File: config.mk
export PLATFORM = sky130hd
export DESIGN_NAME = abs_engine
export DESIGN_NICKNAME = d
export VERILOG_FILES = /design/src/logic/abs_pkg.sv /design/src/logic/abs_sync.sv /design/src/logic/abs_buf_ram.sv /design/src/logic/abs_engine.sv
export SDC_FILE = /design/constraint.sdc
export NUM_CORES = 1
export LEC_CHECK = 0
export ABC_AREA = 1
export BUFFER_PORTS_ARGS = -buffer_cell sky130_fd_sc_hd__buf_4
export CAP_MARGIN = 20
export CORE_UTILIZATION = 55
export CTS_BUF_LIST = sky130_fd_sc_hd__clkbuf_2 sky130_fd_sc_hd__clkbuf_4 sky130_fd_sc_hd__clkbuf_8
export DETAILED_ROUTE_END_ITERATION = 8
export GPL_TIMING_DRIVEN = 0
export MAX_ROUTING_LAYER = met4
export PLACE_DENSITY = 0.73
export SLEW_MARGIN = 20
export SYNTH_ARGS = -nofsm -noshare
export SYNTH_HDL_FRONTEND = slang
export SYNTH_SLANG_ARGS = --single-unit
File: constraint.sdc
create_clock -name CLK_I -period 7.5 [get_ports CLK_I]
set_clock_uncertainty 0.2 [all_clocks]
set_input_delay 1.125 -clock CLK_I [delete_from_list [all_inputs] [get_ports CLK_I]]
set_output_delay 1.125 -clock CLK_I [all_outputs]
set_load 0.02 [all_outputs]
File: src/logic/abs_pkg.sv
// Constants, register map and shared types of the buffered serial engine
// Assumes a 32-bit APB master and a 20 MHz system clock
//
// What this block does
// Store received byte at counter, then increment
// Load next byte from buffer before shifting
// Last byte: store, flag, interrupt, clear busy
// Transmit-only sends programmed count of bytes
// Start needs enable, auto and transmit set
// Transmit-only increments counter, never writes buffer
// Transmit-only sets done flag after last
// Status bit 0 shows transfer in progress
// Repeat start also needs repeat select
// Repeat: no flag, counter to zero, resend
// Repeat: reload first byte, count as before
// Interval between bytes from setting, strobe, busy
// CPU buffer access may stretch the interval
// Unused input, busy, strobe pins released
// Software fills buffer, end point is count-1
// Transfer until counter reaches end point
// Shift on falling edge, store on rising
// Busy bit set at start until end
// Start is one-shot, no self restart
`default_nettype none
package abs_pkg;
	localparam int unsigned BYTE_W    = 8;
	localparam int unsigned RAM_AW    = 5;
	localparam int unsigned RAM_DEPTH = 32;
	localparam int unsigned PADDR_W   = 8;

	localparam logic [7:0] OFF_MODE   = 8'h00;
	localparam logic [7:0] OFF_STATUS = 8'h04;
	localparam logic [7:0] OFF_TRIG   = 8'h08;
	localparam logic [7:0] OFF_END    = 8'h0c;
	localparam logic [7:0] OFF_COUNT  = 8'h10;
	localparam logic [7:0] OFF_INTV   = 8'h14;
	localparam logic [7:0] OFF_ISTAT  = 8'h18;
	localparam logic [7:0] OFF_IMASK  = 8'h1c;
	localparam int unsigned RAM_SEL_BIT = 7;

	localparam int unsigned MODE_IFACE  = 7;
	localparam int unsigned MODE_AUTO   = 6;
	localparam int unsigned MODE_REPEAT = 5;
	localparam int unsigned MODE_TX     = 3;
	localparam int unsigned MODE_RX     = 2;
	localparam int unsigned STAT_STB    = 5;
	localparam int unsigned STAT_BUSY   = 4;
	localparam int unsigned STAT_BUSYLV = 3;
	localparam int unsigned STAT_TIP    = 0;
	localparam int unsigned TRIG_START  = 0;
	localparam int unsigned TRIG_STOP   = 1;
	localparam int unsigned IRQ_DONE    = 0;

	localparam logic [4:0] END_RST  = 5'h00;
	localparam logic [4:0] INTV_RST = 5'h00;
	localparam logic       IRQ_RST  = 1'b0;
	localparam logic [3:0] LAST_BIT = 4'h7;

	typedef struct packed {
		logic iface_enable;
		logic auto_mode_enable;
		logic repeat_select;
		logic transmit_enable;
		logic receive_enable;
	} abs_mode_t;

	localparam abs_mode_t MODE_RST = '0;

	typedef struct packed {
		logic              en;
		logic              we;
		logic [RAM_AW-1:0] addr;
		logic [BYTE_W-1:0] wdata;
	} abs_ram_req_t;

	typedef enum logic [5:0] {
		S_IDLE  = 6'h01,
		S_FETCH = 6'h02,
		S_LATCH = 6'h04,
		S_SHIFT = 6'h08,
		S_STORE = 6'h10,
		S_GAP   = 6'h20
	} abs_state_t;

	function automatic logic busy_is_active(input logic level, input logic pin);
		return pin == level;
	endfunction : busy_is_active
endpackage : abs_pkg
`default_nettype wire

File: src/logic/abs_sync.sv
// Two-flop synchronisers for the pin inputs
// Assumes asynchronous pins, one system clock
`default_nettype none
module abs_sync (
	input  wire logic       clk_i,
	input  wire logic       rstn_i,
	input  wire logic [2:0] d_i,
	output logic      [2:0] q_o
);
	logic [2:0] meta_r;
	logic [2:0] q_r;

	always_ff @(posedge clk_i or negedge rstn_i)
	begin
		if (!rstn_i)
		begin
			// Bit 0 is the serial clock, which idles high
			meta_r <= 3'h1;
			q_r    <= 3'h1;
		end
		else
		begin
			meta_r <= d_i;
			q_r    <= meta_r;
		end
	end

	assign q_o = q_r;
endmodule : abs_sync
`default_nettype wire

File: src/logic/abs_buf_ram.sv
// Transfer buffer, one port, registered read data
// Assumes the owner arbitrates the single port
`default_nettype none
module abs_buf_ram (
	input  wire logic                    clk_i,
	input  wire logic                    rstn_i,
	input  wire abs_pkg::abs_ram_req_t   req_i,
	output logic [abs_pkg::BYTE_W-1:0]   rdata_o
);
	logic [abs_pkg::BYTE_W-1:0] mem [abs_pkg::RAM_DEPTH];
	logic [abs_pkg::BYTE_W-1:0] rdata_r;

	always_ff @(posedge clk_i)
	begin
		if (req_i.en && req_i.we)
			mem[req_i.addr] <= req_i.wdata;
	end

	always_ff @(posedge clk_i or negedge rstn_i)
	begin
		if (!rstn_i)
			rdata_r <= 8'h00;
		else if (req_i.en && !req_i.we)
			rdata_r <= mem[req_i.addr];
	end

	assign rdata_o = rdata_r;
endmodule : abs_buf_ram
`default_nettype wire

File: src/logic/abs_engine.sv
// Buffered serial transfer engine with APB registers and buffer
// Assumes serial clock, data in and busy arrive as asynchronous pins
`default_nettype none
module abs_engine (
	input  wire logic        CLK_I,
	input  wire logic        RESETN_I,
	input  wire logic        PSEL_I,
	input  wire logic        PENABLE_I,
	input  wire logic        PWRITE_I,
	input  wire logic [7:0]  PADDR_I,
	input  wire logic [31:0] PWDATA_I,
	output logic      [31:0] PRDATA_O,
	output logic             PREADY_O,
	output logic             PSLVERR_O,
	output logic             IRQ_O,
	input  wire logic        SCK_I,
	input  wire logic        SI_I,
	input  wire logic        BUSY_I,
	output logic             SO_O,
	output logic             SO_OE_O,
	output logic             STB_O,
	output logic             STB_OE_O,
	output logic             SI_RELEASE_O,
	output logic             BUSY_RELEASE_O
);

	logic [2:0]            pins_s;
	logic                  sck_s;
	logic                  si_s;
	logic                  busy_s;
	logic                  sck_prev_r;
	logic                  sck_fall;
	logic                  sck_rise;
	abs_pkg::abs_ram_req_t cpu_req;
	abs_pkg::abs_ram_req_t eng_req;
	abs_pkg::abs_ram_req_t ram_req;
	logic [7:0]            ram_rdata;

	abs_pkg::abs_mode_t    mode_r;
	abs_pkg::abs_mode_t    mode_nxt;
	logic                  stb_en_r;
	logic                  stb_en_nxt;
	logic                  busy_en_r;
	logic                  busy_en_nxt;
	logic                  busy_lv_r;
	logic                  busy_lv_nxt;
	logic [4:0]            end_r;
	logic [4:0]            end_nxt;
	logic [4:0]            intv_r;
	logic [4:0]            intv_nxt;
	logic                  istat_r;
	logic                  istat_nxt;
	logic                  imask_r;
	logic                  imask_nxt;
	logic [31:0]           prdata_r;
	logic [31:0]           prdata_nxt;
	logic                  ram_sel_r;
	logic                  ram_sel_nxt;

	abs_pkg::abs_state_t   state_r;
	abs_pkg::abs_state_t   state_nxt;
	logic [4:0]            cnt_r;
	logic [4:0]            cnt_nxt;
	logic [7:0]            sr_r;
	logic [7:0]            sr_nxt;
	logic [3:0]            bit_r;
	logic [3:0]            bit_nxt;
	logic [4:0]            gap_r;
	logic [4:0]            gap_nxt;
	logic                  so_r;
	logic                  so_nxt;
	logic                  stb_pend_r;
	logic                  stb_pend_nxt;
	logic                  stb_r;
	logic                  stb_nxt;
	logic                  busy_act_r;
	logic                  busy_act_nxt;
	logic                  done_pend_r;
	logic                  done_pend_nxt;
	logic                  stop_r;
	logic                  stop_nxt;
	logic                  tip_r;
	logic                  tip_nxt;

	logic                  setup;
	logic                  wr_acc;
	logic                  ram_hit;
	logic                  reg_hit;
	logic                  cpu_use;
	logic                  trig_wr;
	logic                  start_ok;
	logic                  last;
	logic                  gap_exit;
	logic                  done_ev;

	abs_sync u_sync (
		.clk_i  (CLK_I),
		.rstn_i (RESETN_I),
		.d_i    ({BUSY_I, SI_I, SCK_I}),
		.q_o    (pins_s)
	);

	assign sck_s    = pins_s[0];
	assign si_s     = pins_s[1];
	assign busy_s   = pins_s[2];
	assign sck_fall = sck_prev_r & ~sck_s;
	assign sck_rise = ~sck_prev_r & sck_s;

	// APB decode; buffer owns bit 7 of the address
	assign setup    = PSEL_I & ~PENABLE_I;
	assign wr_acc   = PSEL_I & PENABLE_I & PWRITE_I;
	assign ram_hit  = PADDR_I[abs_pkg::RAM_SEL_BIT];
	assign reg_hit  = (PADDR_I[7:5] == 3'h0);
	assign cpu_use  = PSEL_I & ram_hit & (PENABLE_I ? PWRITE_I : ~PWRITE_I);
	assign trig_wr  = wr_acc & (PADDR_I == abs_pkg::OFF_TRIG);
	assign start_ok = trig_wr & PWDATA_I[abs_pkg::TRIG_START] & (state_r == abs_pkg::S_IDLE)
		& mode_r.iface_enable & mode_r.auto_mode_enable & mode_r.transmit_enable;

	// CPU wins the buffer port; the engine waits
	always_comb
	begin
		cpu_req       = '0;
		cpu_req.en    = cpu_use;
		cpu_req.we    = PWRITE_I;
		cpu_req.addr  = PADDR_I[6:2];
		cpu_req.wdata = PWDATA_I[7:0];
		ram_req       = cpu_use ? cpu_req : eng_req;
	end

	abs_buf_ram u_ram (
		.clk_i   (CLK_I),
		.rstn_i  (RESETN_I),
		.req_i   (ram_req),
		.rdata_o (ram_rdata)
	);

	// Configuration, interrupt and read data
	always_comb
	begin
		mode_nxt    = mode_r;
		stb_en_nxt  = stb_en_r;
		busy_en_nxt = busy_en_r;
		busy_lv_nxt = busy_lv_r;
		end_nxt     = end_r;
		intv_nxt    = intv_r;
		imask_nxt   = imask_r;
		istat_nxt   = istat_r;
		prdata_nxt  = prdata_r;
		ram_sel_nxt = ram_sel_r;
		if (wr_acc)
		begin
			case (PADDR_I)
			abs_pkg::OFF_MODE:
			begin
				mode_nxt.iface_enable     = PWDATA_I[abs_pkg::MODE_IFACE];
				mode_nxt.auto_mode_enable = PWDATA_I[abs_pkg::MODE_AUTO];
				mode_nxt.repeat_select    = PWDATA_I[abs_pkg::MODE_REPEAT];
				mode_nxt.transmit_enable  = PWDATA_I[abs_pkg::MODE_TX];
				mode_nxt.receive_enable   = PWDATA_I[abs_pkg::MODE_RX];
			end
			abs_pkg::OFF_STATUS:
			begin
				stb_en_nxt  = PWDATA_I[abs_pkg::STAT_STB];
				busy_en_nxt = PWDATA_I[abs_pkg::STAT_BUSY];
				busy_lv_nxt = PWDATA_I[abs_pkg::STAT_BUSYLV];
			end
			abs_pkg::OFF_END:   end_nxt   = PWDATA_I[4:0];
			abs_pkg::OFF_INTV:  intv_nxt  = PWDATA_I[4:0];
			abs_pkg::OFF_ISTAT: istat_nxt = istat_r & ~PWDATA_I[abs_pkg::IRQ_DONE];
			abs_pkg::OFF_IMASK: imask_nxt = PWDATA_I[abs_pkg::IRQ_DONE];
			default:            imask_nxt = imask_r;
			endcase
		end
		if (done_ev)
			istat_nxt = 1'b1;
		if (setup)
		begin
			ram_sel_nxt = ram_hit;
			prdata_nxt  = 32'h0;
			case (PADDR_I)
			abs_pkg::OFF_MODE:   prdata_nxt[7:0] = {mode_r.iface_enable,
				mode_r.auto_mode_enable, mode_r.repeat_select, 1'b0,
				mode_r.transmit_enable, mode_r.receive_enable, 2'h0};
			abs_pkg::OFF_STATUS: prdata_nxt[7:0] = {2'h0, stb_en_r, busy_en_r,
				busy_lv_r, 2'h0, tip_r};
			abs_pkg::OFF_END:    prdata_nxt[4:0] = end_r;
			abs_pkg::OFF_COUNT:  prdata_nxt[4:0] = cnt_r;
			abs_pkg::OFF_INTV:   prdata_nxt[4:0] = intv_r;
			abs_pkg::OFF_ISTAT:  prdata_nxt[0]   = istat_r;
			abs_pkg::OFF_IMASK:  prdata_nxt[0]   = imask_r;
			default:             prdata_nxt      = 32'h0;
			endcase
		end
	end

	always_ff @(posedge CLK_I or negedge RESETN_I)
	begin
		if (!RESETN_I)
		begin
			mode_r    <= abs_pkg::MODE_RST;
			stb_en_r  <= 1'b0;
			busy_en_r <= 1'b0;
			busy_lv_r <= 1'b0;
			end_r     <= abs_pkg::END_RST;
			intv_r    <= abs_pkg::INTV_RST;
			istat_r   <= abs_pkg::IRQ_RST;
			imask_r   <= abs_pkg::IRQ_RST;
			prdata_r  <= 32'h0;
			ram_sel_r <= 1'b0;
		end
		else
		begin
			mode_r    <= mode_nxt;
			stb_en_r  <= stb_en_nxt;
			busy_en_r <= busy_en_nxt;
			busy_lv_r <= busy_lv_nxt;
			end_r     <= end_nxt;
			intv_r    <= intv_nxt;
			istat_r   <= istat_nxt;
			imask_r   <= imask_nxt;
			prdata_r  <= prdata_nxt;
			ram_sel_r <= ram_sel_nxt;
		end
	end

	assign PRDATA_O  = ram_sel_r ? {24'h0, ram_rdata} : prdata_r;
	assign PREADY_O  = 1'b1;
	assign PSLVERR_O = PSEL_I & PENABLE_I & ~ram_hit & ~reg_hit;
	assign IRQ_O     = istat_r & imask_r;

	// Transfer sequencer
	assign last     = (cnt_r == end_r);
	assign gap_exit = ~stb_pend_r & ~stb_r & (done_pend_r | ((gap_r == 5'h00) & ~busy_act_r));

	always_comb
	begin
		state_nxt     = state_r;
		cnt_nxt       = cnt_r;
		sr_nxt        = sr_r;
		bit_nxt       = bit_r;
		gap_nxt       = gap_r;
		so_nxt        = so_r;
		stb_pend_nxt  = stb_pend_r;
		stb_nxt       = stb_r;
		busy_act_nxt  = busy_act_r;
		done_pend_nxt = done_pend_r;
		stop_nxt      = stop_r;
		tip_nxt       = tip_r;
		eng_req       = '0;
		done_ev       = 1'b0;
		case (state_r)
		abs_pkg::S_IDLE:
		begin
			if (start_ok)
			begin
				cnt_nxt   = 5'h00;
				stop_nxt  = 1'b0;
				tip_nxt   = 1'b1;
				state_nxt = abs_pkg::S_FETCH;
			end
		end
		abs_pkg::S_FETCH:
		begin
			if (!cpu_use)
			begin
				eng_req.en   = 1'b1;
				eng_req.addr = cnt_r;
				state_nxt    = abs_pkg::S_LATCH;
			end
		end
		abs_pkg::S_LATCH:
		begin
			sr_nxt    = ram_rdata;
			bit_nxt   = 4'h0;
			state_nxt = abs_pkg::S_SHIFT;
		end
		abs_pkg::S_SHIFT:
		begin
			if (sck_fall)
			begin
				so_nxt  = sr_r[7];
				sr_nxt  = {sr_r[6:0], si_s};
				bit_nxt = 4'(bit_r + 4'h1);
				if (bit_r == abs_pkg::LAST_BIT)
					state_nxt = abs_pkg::S_STORE;
			end
		end
		abs_pkg::S_STORE:
		begin
			if (sck_rise && !(cpu_use && mode_r.receive_enable))
			begin
				eng_req.en    = mode_r.receive_enable;
				eng_req.we    = 1'b1;
				eng_req.addr  = cnt_r;
				eng_req.wdata = sr_r;
				if (last && mode_r.repeat_select)
					cnt_nxt = 5'h00;
				else
					cnt_nxt = 5'(cnt_r + 5'h01);
				done_pend_nxt = (last && !mode_r.repeat_select) || stop_r;
				stb_pend_nxt  = stb_en_r;
				busy_act_nxt  = busy_en_r;
				gap_nxt       = intv_r;
				state_nxt     = abs_pkg::S_GAP;
			end
		end
		abs_pkg::S_GAP:
		begin
			if (sck_fall && stb_pend_r)
			begin
				stb_pend_nxt = 1'b0;
				stb_nxt      = 1'b1;
			end
			else if (sck_fall)
				stb_nxt = 1'b0;
			if (sck_rise)
			begin
				busy_act_nxt = busy_en_r && abs_pkg::busy_is_active(busy_lv_r, busy_s);
				if (gap_r != 5'h00)
					gap_nxt = 5'(gap_r - 5'h01);
			end
			if (gap_exit && done_pend_r)
			begin
				done_ev       = 1'b1;
				tip_nxt       = 1'b0;
				so_nxt        = 1'b0;
				done_pend_nxt = 1'b0;
				state_nxt     = abs_pkg::S_IDLE;
			end
			else if (gap_exit)
				state_nxt = abs_pkg::S_FETCH;
		end
		default:
			state_nxt = abs_pkg::S_IDLE;
		endcase
		if (trig_wr && PWDATA_I[abs_pkg::TRIG_STOP] && tip_r)
			stop_nxt = 1'b1;
		if (!mode_r.iface_enable)
		begin
			state_nxt     = abs_pkg::S_IDLE;
			tip_nxt       = 1'b0;
			so_nxt        = 1'b0;
			stb_nxt       = 1'b0;
			stb_pend_nxt  = 1'b0;
			done_pend_nxt = 1'b0;
		end
	end

	always_ff @(posedge CLK_I or negedge RESETN_I)
	begin
		if (!RESETN_I)
		begin
			state_r     <= abs_pkg::S_IDLE;
			cnt_r       <= 5'h00;
			sr_r        <= 8'h00;
			bit_r       <= 4'h0;
			gap_r       <= 5'h00;
			so_r        <= 1'b0;
			stb_pend_r  <= 1'b0;
			stb_r       <= 1'b0;
			busy_act_r  <= 1'b0;
			done_pend_r <= 1'b0;
			stop_r      <= 1'b0;
			tip_r       <= 1'b0;
			sck_prev_r  <= 1'b1;
		end
		else
		begin
			state_r     <= state_nxt;
			cnt_r       <= cnt_nxt;
			sr_r        <= sr_nxt;
			bit_r       <= bit_nxt;
			gap_r       <= gap_nxt;
			so_r        <= so_nxt;
			stb_pend_r  <= stb_pend_nxt;
			stb_r       <= stb_nxt;
			busy_act_r  <= busy_act_nxt;
			done_pend_r <= done_pend_nxt;
			stop_r      <= stop_nxt;
			tip_r       <= tip_nxt;
			sck_prev_r  <= sck_s;
		end
	end

	// SO is driven whenever interface and auto mode are on, even without transmit; strobe, input and busy stay free unless in use
	assign SO_O           = so_r;
	assign SO_OE_O        = mode_r.iface_enable & mode_r.auto_mode_enable;
	assign STB_O          = stb_r;
	assign STB_OE_O       = mode_r.iface_enable & stb_en_r;
	assign SI_RELEASE_O   = ~(mode_r.iface_enable & mode_r.receive_enable);
	assign BUSY_RELEASE_O = ~(mode_r.iface_enable & busy_en_r);
endmodule : abs_engine
`default_nettype wire

==> results.cfg, run 1 <==
[power_and_ir_drop]
power_leakage_nw = 7.24
p_per_area_nw_per_um2 = 231
switchingPower_mw = 0.954
switching_share_pct = 23.1
peakVddDrop_mv = 0.239
seqPwrFrac_pct = 49.0
p_int_mw = 3.17
pwr-share-comb_pct = 6.6
power.total_mw = 4.12
clockPowerShare_pct = 44.4

[floorplan]
rows = 60
ioPinCount = 89
initial_core_util_pct = 56.7
core-area_um2 = 27300
die_h_um = 170
die_area_um2 = 28800
die_x_um = 170

[yosys]
yosysWarnings = 0
synthFlopType = edfxtp_1
synth_top_area_cell = edfxtp_1
synth_top_family_by_area = simple AND/OR/NAND/NOR gates
async_reset_ff_share_pct = 23.6
synthMuxAreaShare_pct = 0
avgSynthCellArea_um2 = 9.37
netlist_area_um2 = 15500
synth_seq_area_share_pct = 62.6
synth.distinct_cells = 46
synth-seq-cells = 335
synthTopCellsByArea = edfxtp_1 (50%), nand2_1 (16%), dfrtp_1 (12%)
synth_edf_count = 256
synth_compound_area_share_pct = 4.62
synth_fa_ha_area_share_pct = 0.324
yosys.area_share.simple_pct = 26.0
synthXorXnorAreaFrac_pct = 0.227
synth_top_area_share_pct = 49.8
synthCells = 1649

[clocking]
cts_max_path_buffers = 3
cts_resized = 0
postCtsSetupBuffers = 0
clock_sinks = 335
postCtsHoldBufs = 0
cts_tree = yes
clkLatencyLatePin_ns = 0.60
htree_num_levels = 2
clkSlewWorstSetupHoldPaths_ns = 0.06
root_buffer = clkbuf_8
cts_buffers = 55

[placement]
pre_cts_slack_ns = 2.80
gp_congestion = 0.976
hpwl_mm = 29.7
dp.cells = 2091
numPortBuffers = 39

[routing]
ant_nets = 0
drt-initial-drc-count = 1477
dr.pass1.iters = 5
wl_mm = 42.2
wl_per_cell_um = 19.2
route.detailed.drc = 0
post_drt_via_cell_ratio = 5.56
via_count = 12200

[timing]
rsz0062_at_grt = false
worstMarginPinSlew_ns = 1.03
hold_viol = 0
relSlewSlack_pct = 30.9
setup_ws_ns = 3.29
min_period_ns = 4.21
slew_violations = 0
setup-tns-final_ns = 0
finalCritPeriodShare_pct = 56.1
max_freq_ghz = 0.238
setup_viol = 0

[global_route]
grt_max_degree = 80
grt_usage_pct = 30.9
grt_pass1_vias = 11300
overflow = 0
grt_pass1_wl_mm = 64.1
antenna_found_initial = 0

[min_path]
hold_class = reg -> reg
whs_path_depth = 0
hold_path_end = u_sync.q_o[1]$_DFF_PN0_
hp-start = u_sync.meta_r[1]$_DFF_PN0_

[critical_path]
crit_fanout = 10
cp-end-kind = flip-flop
r2r_end = u_ram.mem[4][7]$_DFFE_PP_
critPathKind = in -> reg
arrival_ns = 4.22
r2r-start = state_r[0]$_DFFE_PN1P_
required_ns = 7.51
worstRegToRegCells = 10
start_kind = primary input
rrSetupSlack_ns = 3.58

[final_layout]
areaGrowthSynthToFinish_pct = 15.7
n_fill_cell = 2200
layout-drive-gt1-share_pct = 13.7
finalNonFillerCells = 2195
num_antenna_cells = 0
final_nets = 1828

[run]
maxCapViolations = 0

[outcome]
status = complete, no violations
-- cells in the mapped netlist, types with 3 or more instances --
cell type,instances
nor3_1,11
buf_2,26
o22ai_1,8
nand2_2,3
ha_1,4
nor2_2,8
a31oi_1,3
dfstp_2,4
o21ai_0,68
nand3_1,164
a21oi_1,17
edfxtp_1,256
o31ai_1,4
o211ai_1,10
buf_4,37
nand2_1,663
a221oi_1,3
dfrtp_1,75
nor2_1,101
buf_1,10
inv_1,113
clkbuf_1,17
nand4_1,7
nor4_1,4
-- power by group through the flow --
stage / combinational (mW) / clock, mW / sequential (mW)
detailed placement: 0.267 / 0 / 2.06
CTS: 0.268 / 1.84 / 2.02
global route: 0.299 / 1.91 / 2.02
finish: 0.273 / 1.83 / 2.02
floorplan: 0.163 / 0 / 2.05
global placement: 0.252 / 0 / 2.06
-- flip-flops by register name, summed over array words and instances, names as in the netlist, 3 cells and up --
signal	flops
sr_r	8
bit_r	4
end_r	5
gap_r	5
u_ram.rdata_o	8
state_r	6
cnt_r	5
mode_r	5
u_ram.mem	256
u_sync.meta_r	3
intv_r	5
prdata_r	8
u_sync.q_o	3
-- worst max-delay path by stage --
stage	startpoint	endpoint
2_1_floorplan	PWRITE_I	u_ram.mem[0][6]$_DFFE_PP_
4_1_cts	PADDR_I[7]	u_ram.mem[24][1]$_DFFE_PP_
3_5_place_dp	PADDR_I[7]	u_ram.mem[24][3]$_DFFE_PP_
6_report	PWRITE_I	u_ram.mem[4][7]$_DFFE_PP_
3_3_place_gp	PWRITE_I	u_ram.mem[4][1]$_DFFE_PP_
5_1_grt	PWRITE_I	u_ram.mem[24][1]$_DFFE_PP_
-- per-stage QoR --
stage                     area, µm²  hold slack (ns)  util [%]
after floorplan               15500            0.131         -
after global placement        16300            0.132      59.8
after detailed placement      16600            0.136      60.9
after CTS                     17900            0.150      65.6
after global routing          17900            0.160      65.6
final                         17900            0.149      65.6
-- kinds of logic (layout without fill, tap and decap cells) --
family | after synthesis | in the layout
simple gates | 974 | 974
other cells | 2 | 25
fa+ha+maj | 4 | 4
buf+inv | 207 | 358
flops | 335 | 335
xor+xnor | 4 | 4
compound gates | 123 | 123
-- placed cells by master (no fill, tap or decap), types with 3 or more instances in the layout --
| cell type | count |
|---|---|
| o21ai_4 | 8 |
| o211ai_1 | 10 |
| nand2_2 | 3 |
| dfrtp_1 | 75 |
| ha_1 | 4 |
| conb_1 | 25 |
| buf_1 | 10 |
| buf_16 | 6 |
| clkinv_2 | 11 |
| a221oi_1 | 3 |
| nand4_1 | 7 |
| nand3_1 | 164 |
| nor3_1 | 11 |
| buf_4 | 75 |
| inv_1 | 113 |
| o22ai_1 | 8 |
| clkbuf_1 | 17 |
| o21ai_0 | 60 |
| bufinv_16 | 6 |
| edfxtp_1 | 256 |
| a21oi_1 | 17 |
| clkbuf_8 | 66 |
| clkbuf_4 | 13 |
| o31ai_1 | 4 |
| nand2_1 | 663 |
| nor2_2 | 8 |
| nor4_1 | 4 |
| clkinv_1 | 6 |
| a31oi_1 | 3 |
| nor2_1 | 101 |
| buf_2 | 26 |
| dfstp_2 | 4 |
-- per-layer routing --
metal | track usage [%] | vias up | wire length (µm)
met5 | - | - | 0
met4 | 11.8 | 0 | 1610
met3 | 4.38 | 111 | 4110
met2 | 47.2 | 671 | 19200
met1 | 42.3 | 5733 | 17300
li1 | - | 5681 | -
-- area by class of cell --
type,count,area [µm²],area share (%)
plain buffers,91,520,2.91
clock buffers,79,1010,5.63
clock inverters,25,278,1.55
inverters,116,435,2.44
multi-input cells,1130,5000,28.0
flip-flops and latches,335,9670,54.1
well taps,372,465,2.60
repair buffers,47,497,2.78
-- critical path: stages --
cell     delay [ns]
buf_4          0.14
inv_1          0.08
nand2_1        0.10
nand3_2        0.15
inv_1          0.14
nand2_2        0.14
buf_2          0.29
buf_1          0.40
nand4_1        0.61
nor2_1         1.01
(Power assumes the default switching activity.)
==> run 2, diff against run 1 <==
--- a/config.mk
+++ b/config.mk
@@ -5,7 +5,7 @@
 export SDC_FILE = /design/constraint.sdc
 export NUM_CORES = 1
 export LEC_CHECK = 0
-export ABC_AREA = 1
+export ABC_AREA = 0
 export BUFFER_PORTS_ARGS = -buffer_cell sky130_fd_sc_hd__buf_4
 export CAP_MARGIN = 20
 export CORE_UTILIZATION = 55
==> constraint.sdc (replaced) <==
create_clock -name CLK_I -period 4 [get_ports CLK_I]
set_clock_uncertainty 0.2 [all_clocks]
set_input_delay 0.6 -clock CLK_I [delete_from_list [all_inputs] [get_ports CLK_I]]
set_output_delay 0.6 -clock CLK_I [all_outputs]
set_load 0.02 [all_outputs]
==> run 2 against run 1 <==
Net effect: cell area is 6.2% lower; wire length is 0.16% higher; hold slack worse by 0.095 ns; critical endpoint is now u_ram.rdata_o[1]$_DFFE_PN0P_; register-to-register slack worse by 3.6 ns; largest power group unchanged; die area is 5.4% lower; critical path depth stayed put; utilization is 1.3 points lower; via count is 10% lower; clock power is 59% higher; combinational power grew to 3.5 times the previous value; synthesized area is 5.5% lower; sequential power is 95% higher; largest cell class unchanged.
==> results.cfg, run 2 <==
[final_layout]
n_fill_cell = 1967
top_register = u_ram.mem
final_nets = 1349
areaGrowthSynthToFinish_pct = 14.7
largest_reg_flops = 256
num_antenna_cells = 0
layout_common_cells = edfxtp_1 (256), nand2_1 (164), a22oi_1 (109), o21ai_0 (78), dfrtp_1 (75)
finalNonFillerCells = 1671
layout-drive-gt1-share_pct = 18.8
postLayoutCoreUtil_pct = 64.3
layout_commonest_cell = edfxtp_1

[yosys]
synthTopCellsByArea = edfxtp_1 (53%), dfrtp_1 (13%), a22oi_1 (5.6%)
avgSynthCellArea_um2 = 12.4
synth_common_cells = edfxtp_1 (256), nand2_1 (175), a22oi_1 (109)
synth_seq_area_share_pct = 66.2
synth_top_area_share_pct = 52.6
yosysWarnings = 0
synth-seq-cells = 335
synthCells = 1175
synth.distinct_cells = 65
synthFlopType = edfxtp_1
netlist_area_um2 = 14600
synth_most_common_cell = edfxtp_1
async_reset_ff_share_pct = 23.6
synth_edf_count = 256
synth_top_area_cell = edfxtp_1

[routing]
via_count = 11000
wl_per_cell_um = 25.3
drt-initial-drc-count = 1546
wl_mm = 42.3
route.detailed.drc = 0
ant_nets = 0
dr.pass1.iters = 6
post_drt_via_cell_ratio = 6.56

[global_route]
grt_pass1_wl_mm = 61.7
antenna_found_initial = 0
grt_usage_pct = 32.6
overflow = 0
grt_pass1_vias = 10100
grt_max_degree = 80

[clocking]
clkLatencyLatePin_ns = 0.59
cts_max_path_buffers = 3
clock_sinks = 335
root_buffer = clkbuf_8
cts_buffers = 53
cts_tree = yes
htree_num_levels = 2
clkSlewWorstSetupHoldPaths_ns = 0.07

[critical_path]
max_stage_delay_ns = 0.66
critPathKind = reg -> reg
critical-path-slowest-cell = nor4_1
cp-end-kind = flip-flop
path_cells = or4_1, buf_2, o22a_1, buf_6, o31a_1, nand2_1, clkbuf_1, a41oi_1, nor4_1, a31oi_1
start_kind = flip-flop
rrSetupSlack_ns = 0.02
required_ns = 4.24
crit_start = state_r[3]$_DFFE_PN0P_
cp.depth = 10
critPathBufInv = 3
critPathTopFamily = simple AND/OR/NAND/NOR gates
crit_fanout = 10
r2r-start = state_r[3]$_DFFE_PN0P_
arrival_ns = 4.22
worstRegToRegCells = 10

[min_path]
hold_class = in -> reg
whs_path_depth = 3
hp-start = PWDATA_I[7]

[floorplan]
initial_core_util_pct = 56.1
core-area_um2 = 26100
die_area_um2 = 27200
die_h_um = 165
rows = 59
die_x_um = 165
ioPinCount = 89

[power_and_ir_drop]
peakVddDrop_mv = 0.399
p_per_area_nw_per_um2 = 465
power.total_mw = 7.79
power_leakage_nw = 5.89

[timing]
finalCritPeriodShare_pct = 99.5
hold_viol = 0
setup_ws_ns = 0.0189
min_period_ns = 3.98
rsz0062_at_grt = true
setup_viol = 0
worstMarginPinSlew_ns = 0.947
relSlewSlack_pct = 36.9
max_freq_ghz = 0.251
slew_violations = 0

[placement]
numPortBuffers = 36
pre_cts_slack_ns = -0.527
dp.cells = 1569
gp_congestion = 0.952
hpwl_mm = 27.4

[outcome]
status = complete, no violations

[run]
maxCapViolations = 0
-- run 2: changes by cell type after synthesis, sizes merged, moves of 38 or more --
cell	before	now
nand2	668	175
nand3	167	23
a22oi	0	113
inv	115	16
a41oi	0	44
nor2	111	73
-- run 2: layout make-up --
type                       instances  area, µm²  area share [%]
buffer                           100        542            3.23
clock buffer                      69        856            5.11
clock inverter                    25        191            1.14
inverter                          16       60.1           0.358
multi-input combinational        747       4680            27.9
sequential                       335       9670            57.7
tap                              335        419            2.50
timing repair buffer              44        344            2.05
-- run 2: worst register-to-register path, stage by stage, from the launching register on --
cell,delay [ns]
dfrtp_1,0.44
or4_1,0.51
buf_2,0.17
o22a_1,0.26
buf_6,0.16
o31a_1,0.30
nand2_1,0.19
clkbuf_1,0.58
a41oi_1,0.21
nor4_1,0.66
a31oi_1,0.16
-- run 2: where the power goes --
group | switching [mW] | internal [mW] | total (mW) | leakage, nW
Combinational | 0.633 | 0.310 | 0.943 | 1.99
Sequential | 0.0954 | 3.83 | 3.93 | 3.35
Clock | 1.33 | 1.59 | 2.91 | 0.553
Total | 2.05 | 5.73 | 7.79 | 5.89
-- run 2: worst paths after layout --
path | to
min in group asynchronous | state_r[4]$_DFFE_PN0P_
worst min register to register | u_sync.q_o[2]$_DFF_PN0_
worst max register to register | u_ram.rdata_o[1]$_DFFE_PN0P_
worst min-delay path | mode_r[4]$_DFFE_PN0P_
max in group asynchronous | busy_en_r$_DFFE_PN0P_
worst max-delay path | u_ram.rdata_o[1]$_DFFE_PN0P_
-- run 2: metrics by stage --
stage | hold WS (ns) | cell area [µm²] | setup TNS (ns)
2_1_floorplan | 0.104 | 14700 | 0
3_3_place_gp | 0.134 | 15400 | -63.41
3_5_place_dp | 0.138 | 15400 | -64.75
4_1_cts | 0.0192 | 16500 | -13.37
5_1_grt | 0.0595 | 16800 | -0.684
6_report | 0.0536 | 16800 | 0
-- run 2: metal layers --
layer / wire (µm) / GRT usage, % / part of all wire [%]
met1: 16000 / 43.4 / 38
met2: 19200 / 48.3 / 45
met3: 5030 / 7.33 / 12
met4: 1980 / 14.3 / 4.7
met5: 0 / - / 0
-- run 2: kinds of logic after synthesis --
logic type                 Yosys count  synth area share, %
other                                2               0.0514
AOI/OAI and AO/OA                  334                 16.0
adders and majority gates            4                0.343
buffers and inverters              116                 4.12
muxes                               28                 2.13
xor gates and xnor gates             9                0.540
and+or+nand+nor                    347                 10.6
DFF                                335                 66.2
-- run 2: timing repair --
item | 4_1_cts | 5_1_grt
hold endpoints to repair | 15 | 0
resized for setup | 17 | 48
buffers inserted | 0 | 4
setup endpoints to repair | 242 | 256
pin swaps | 0 | 4
hold buffers | 4 | 0
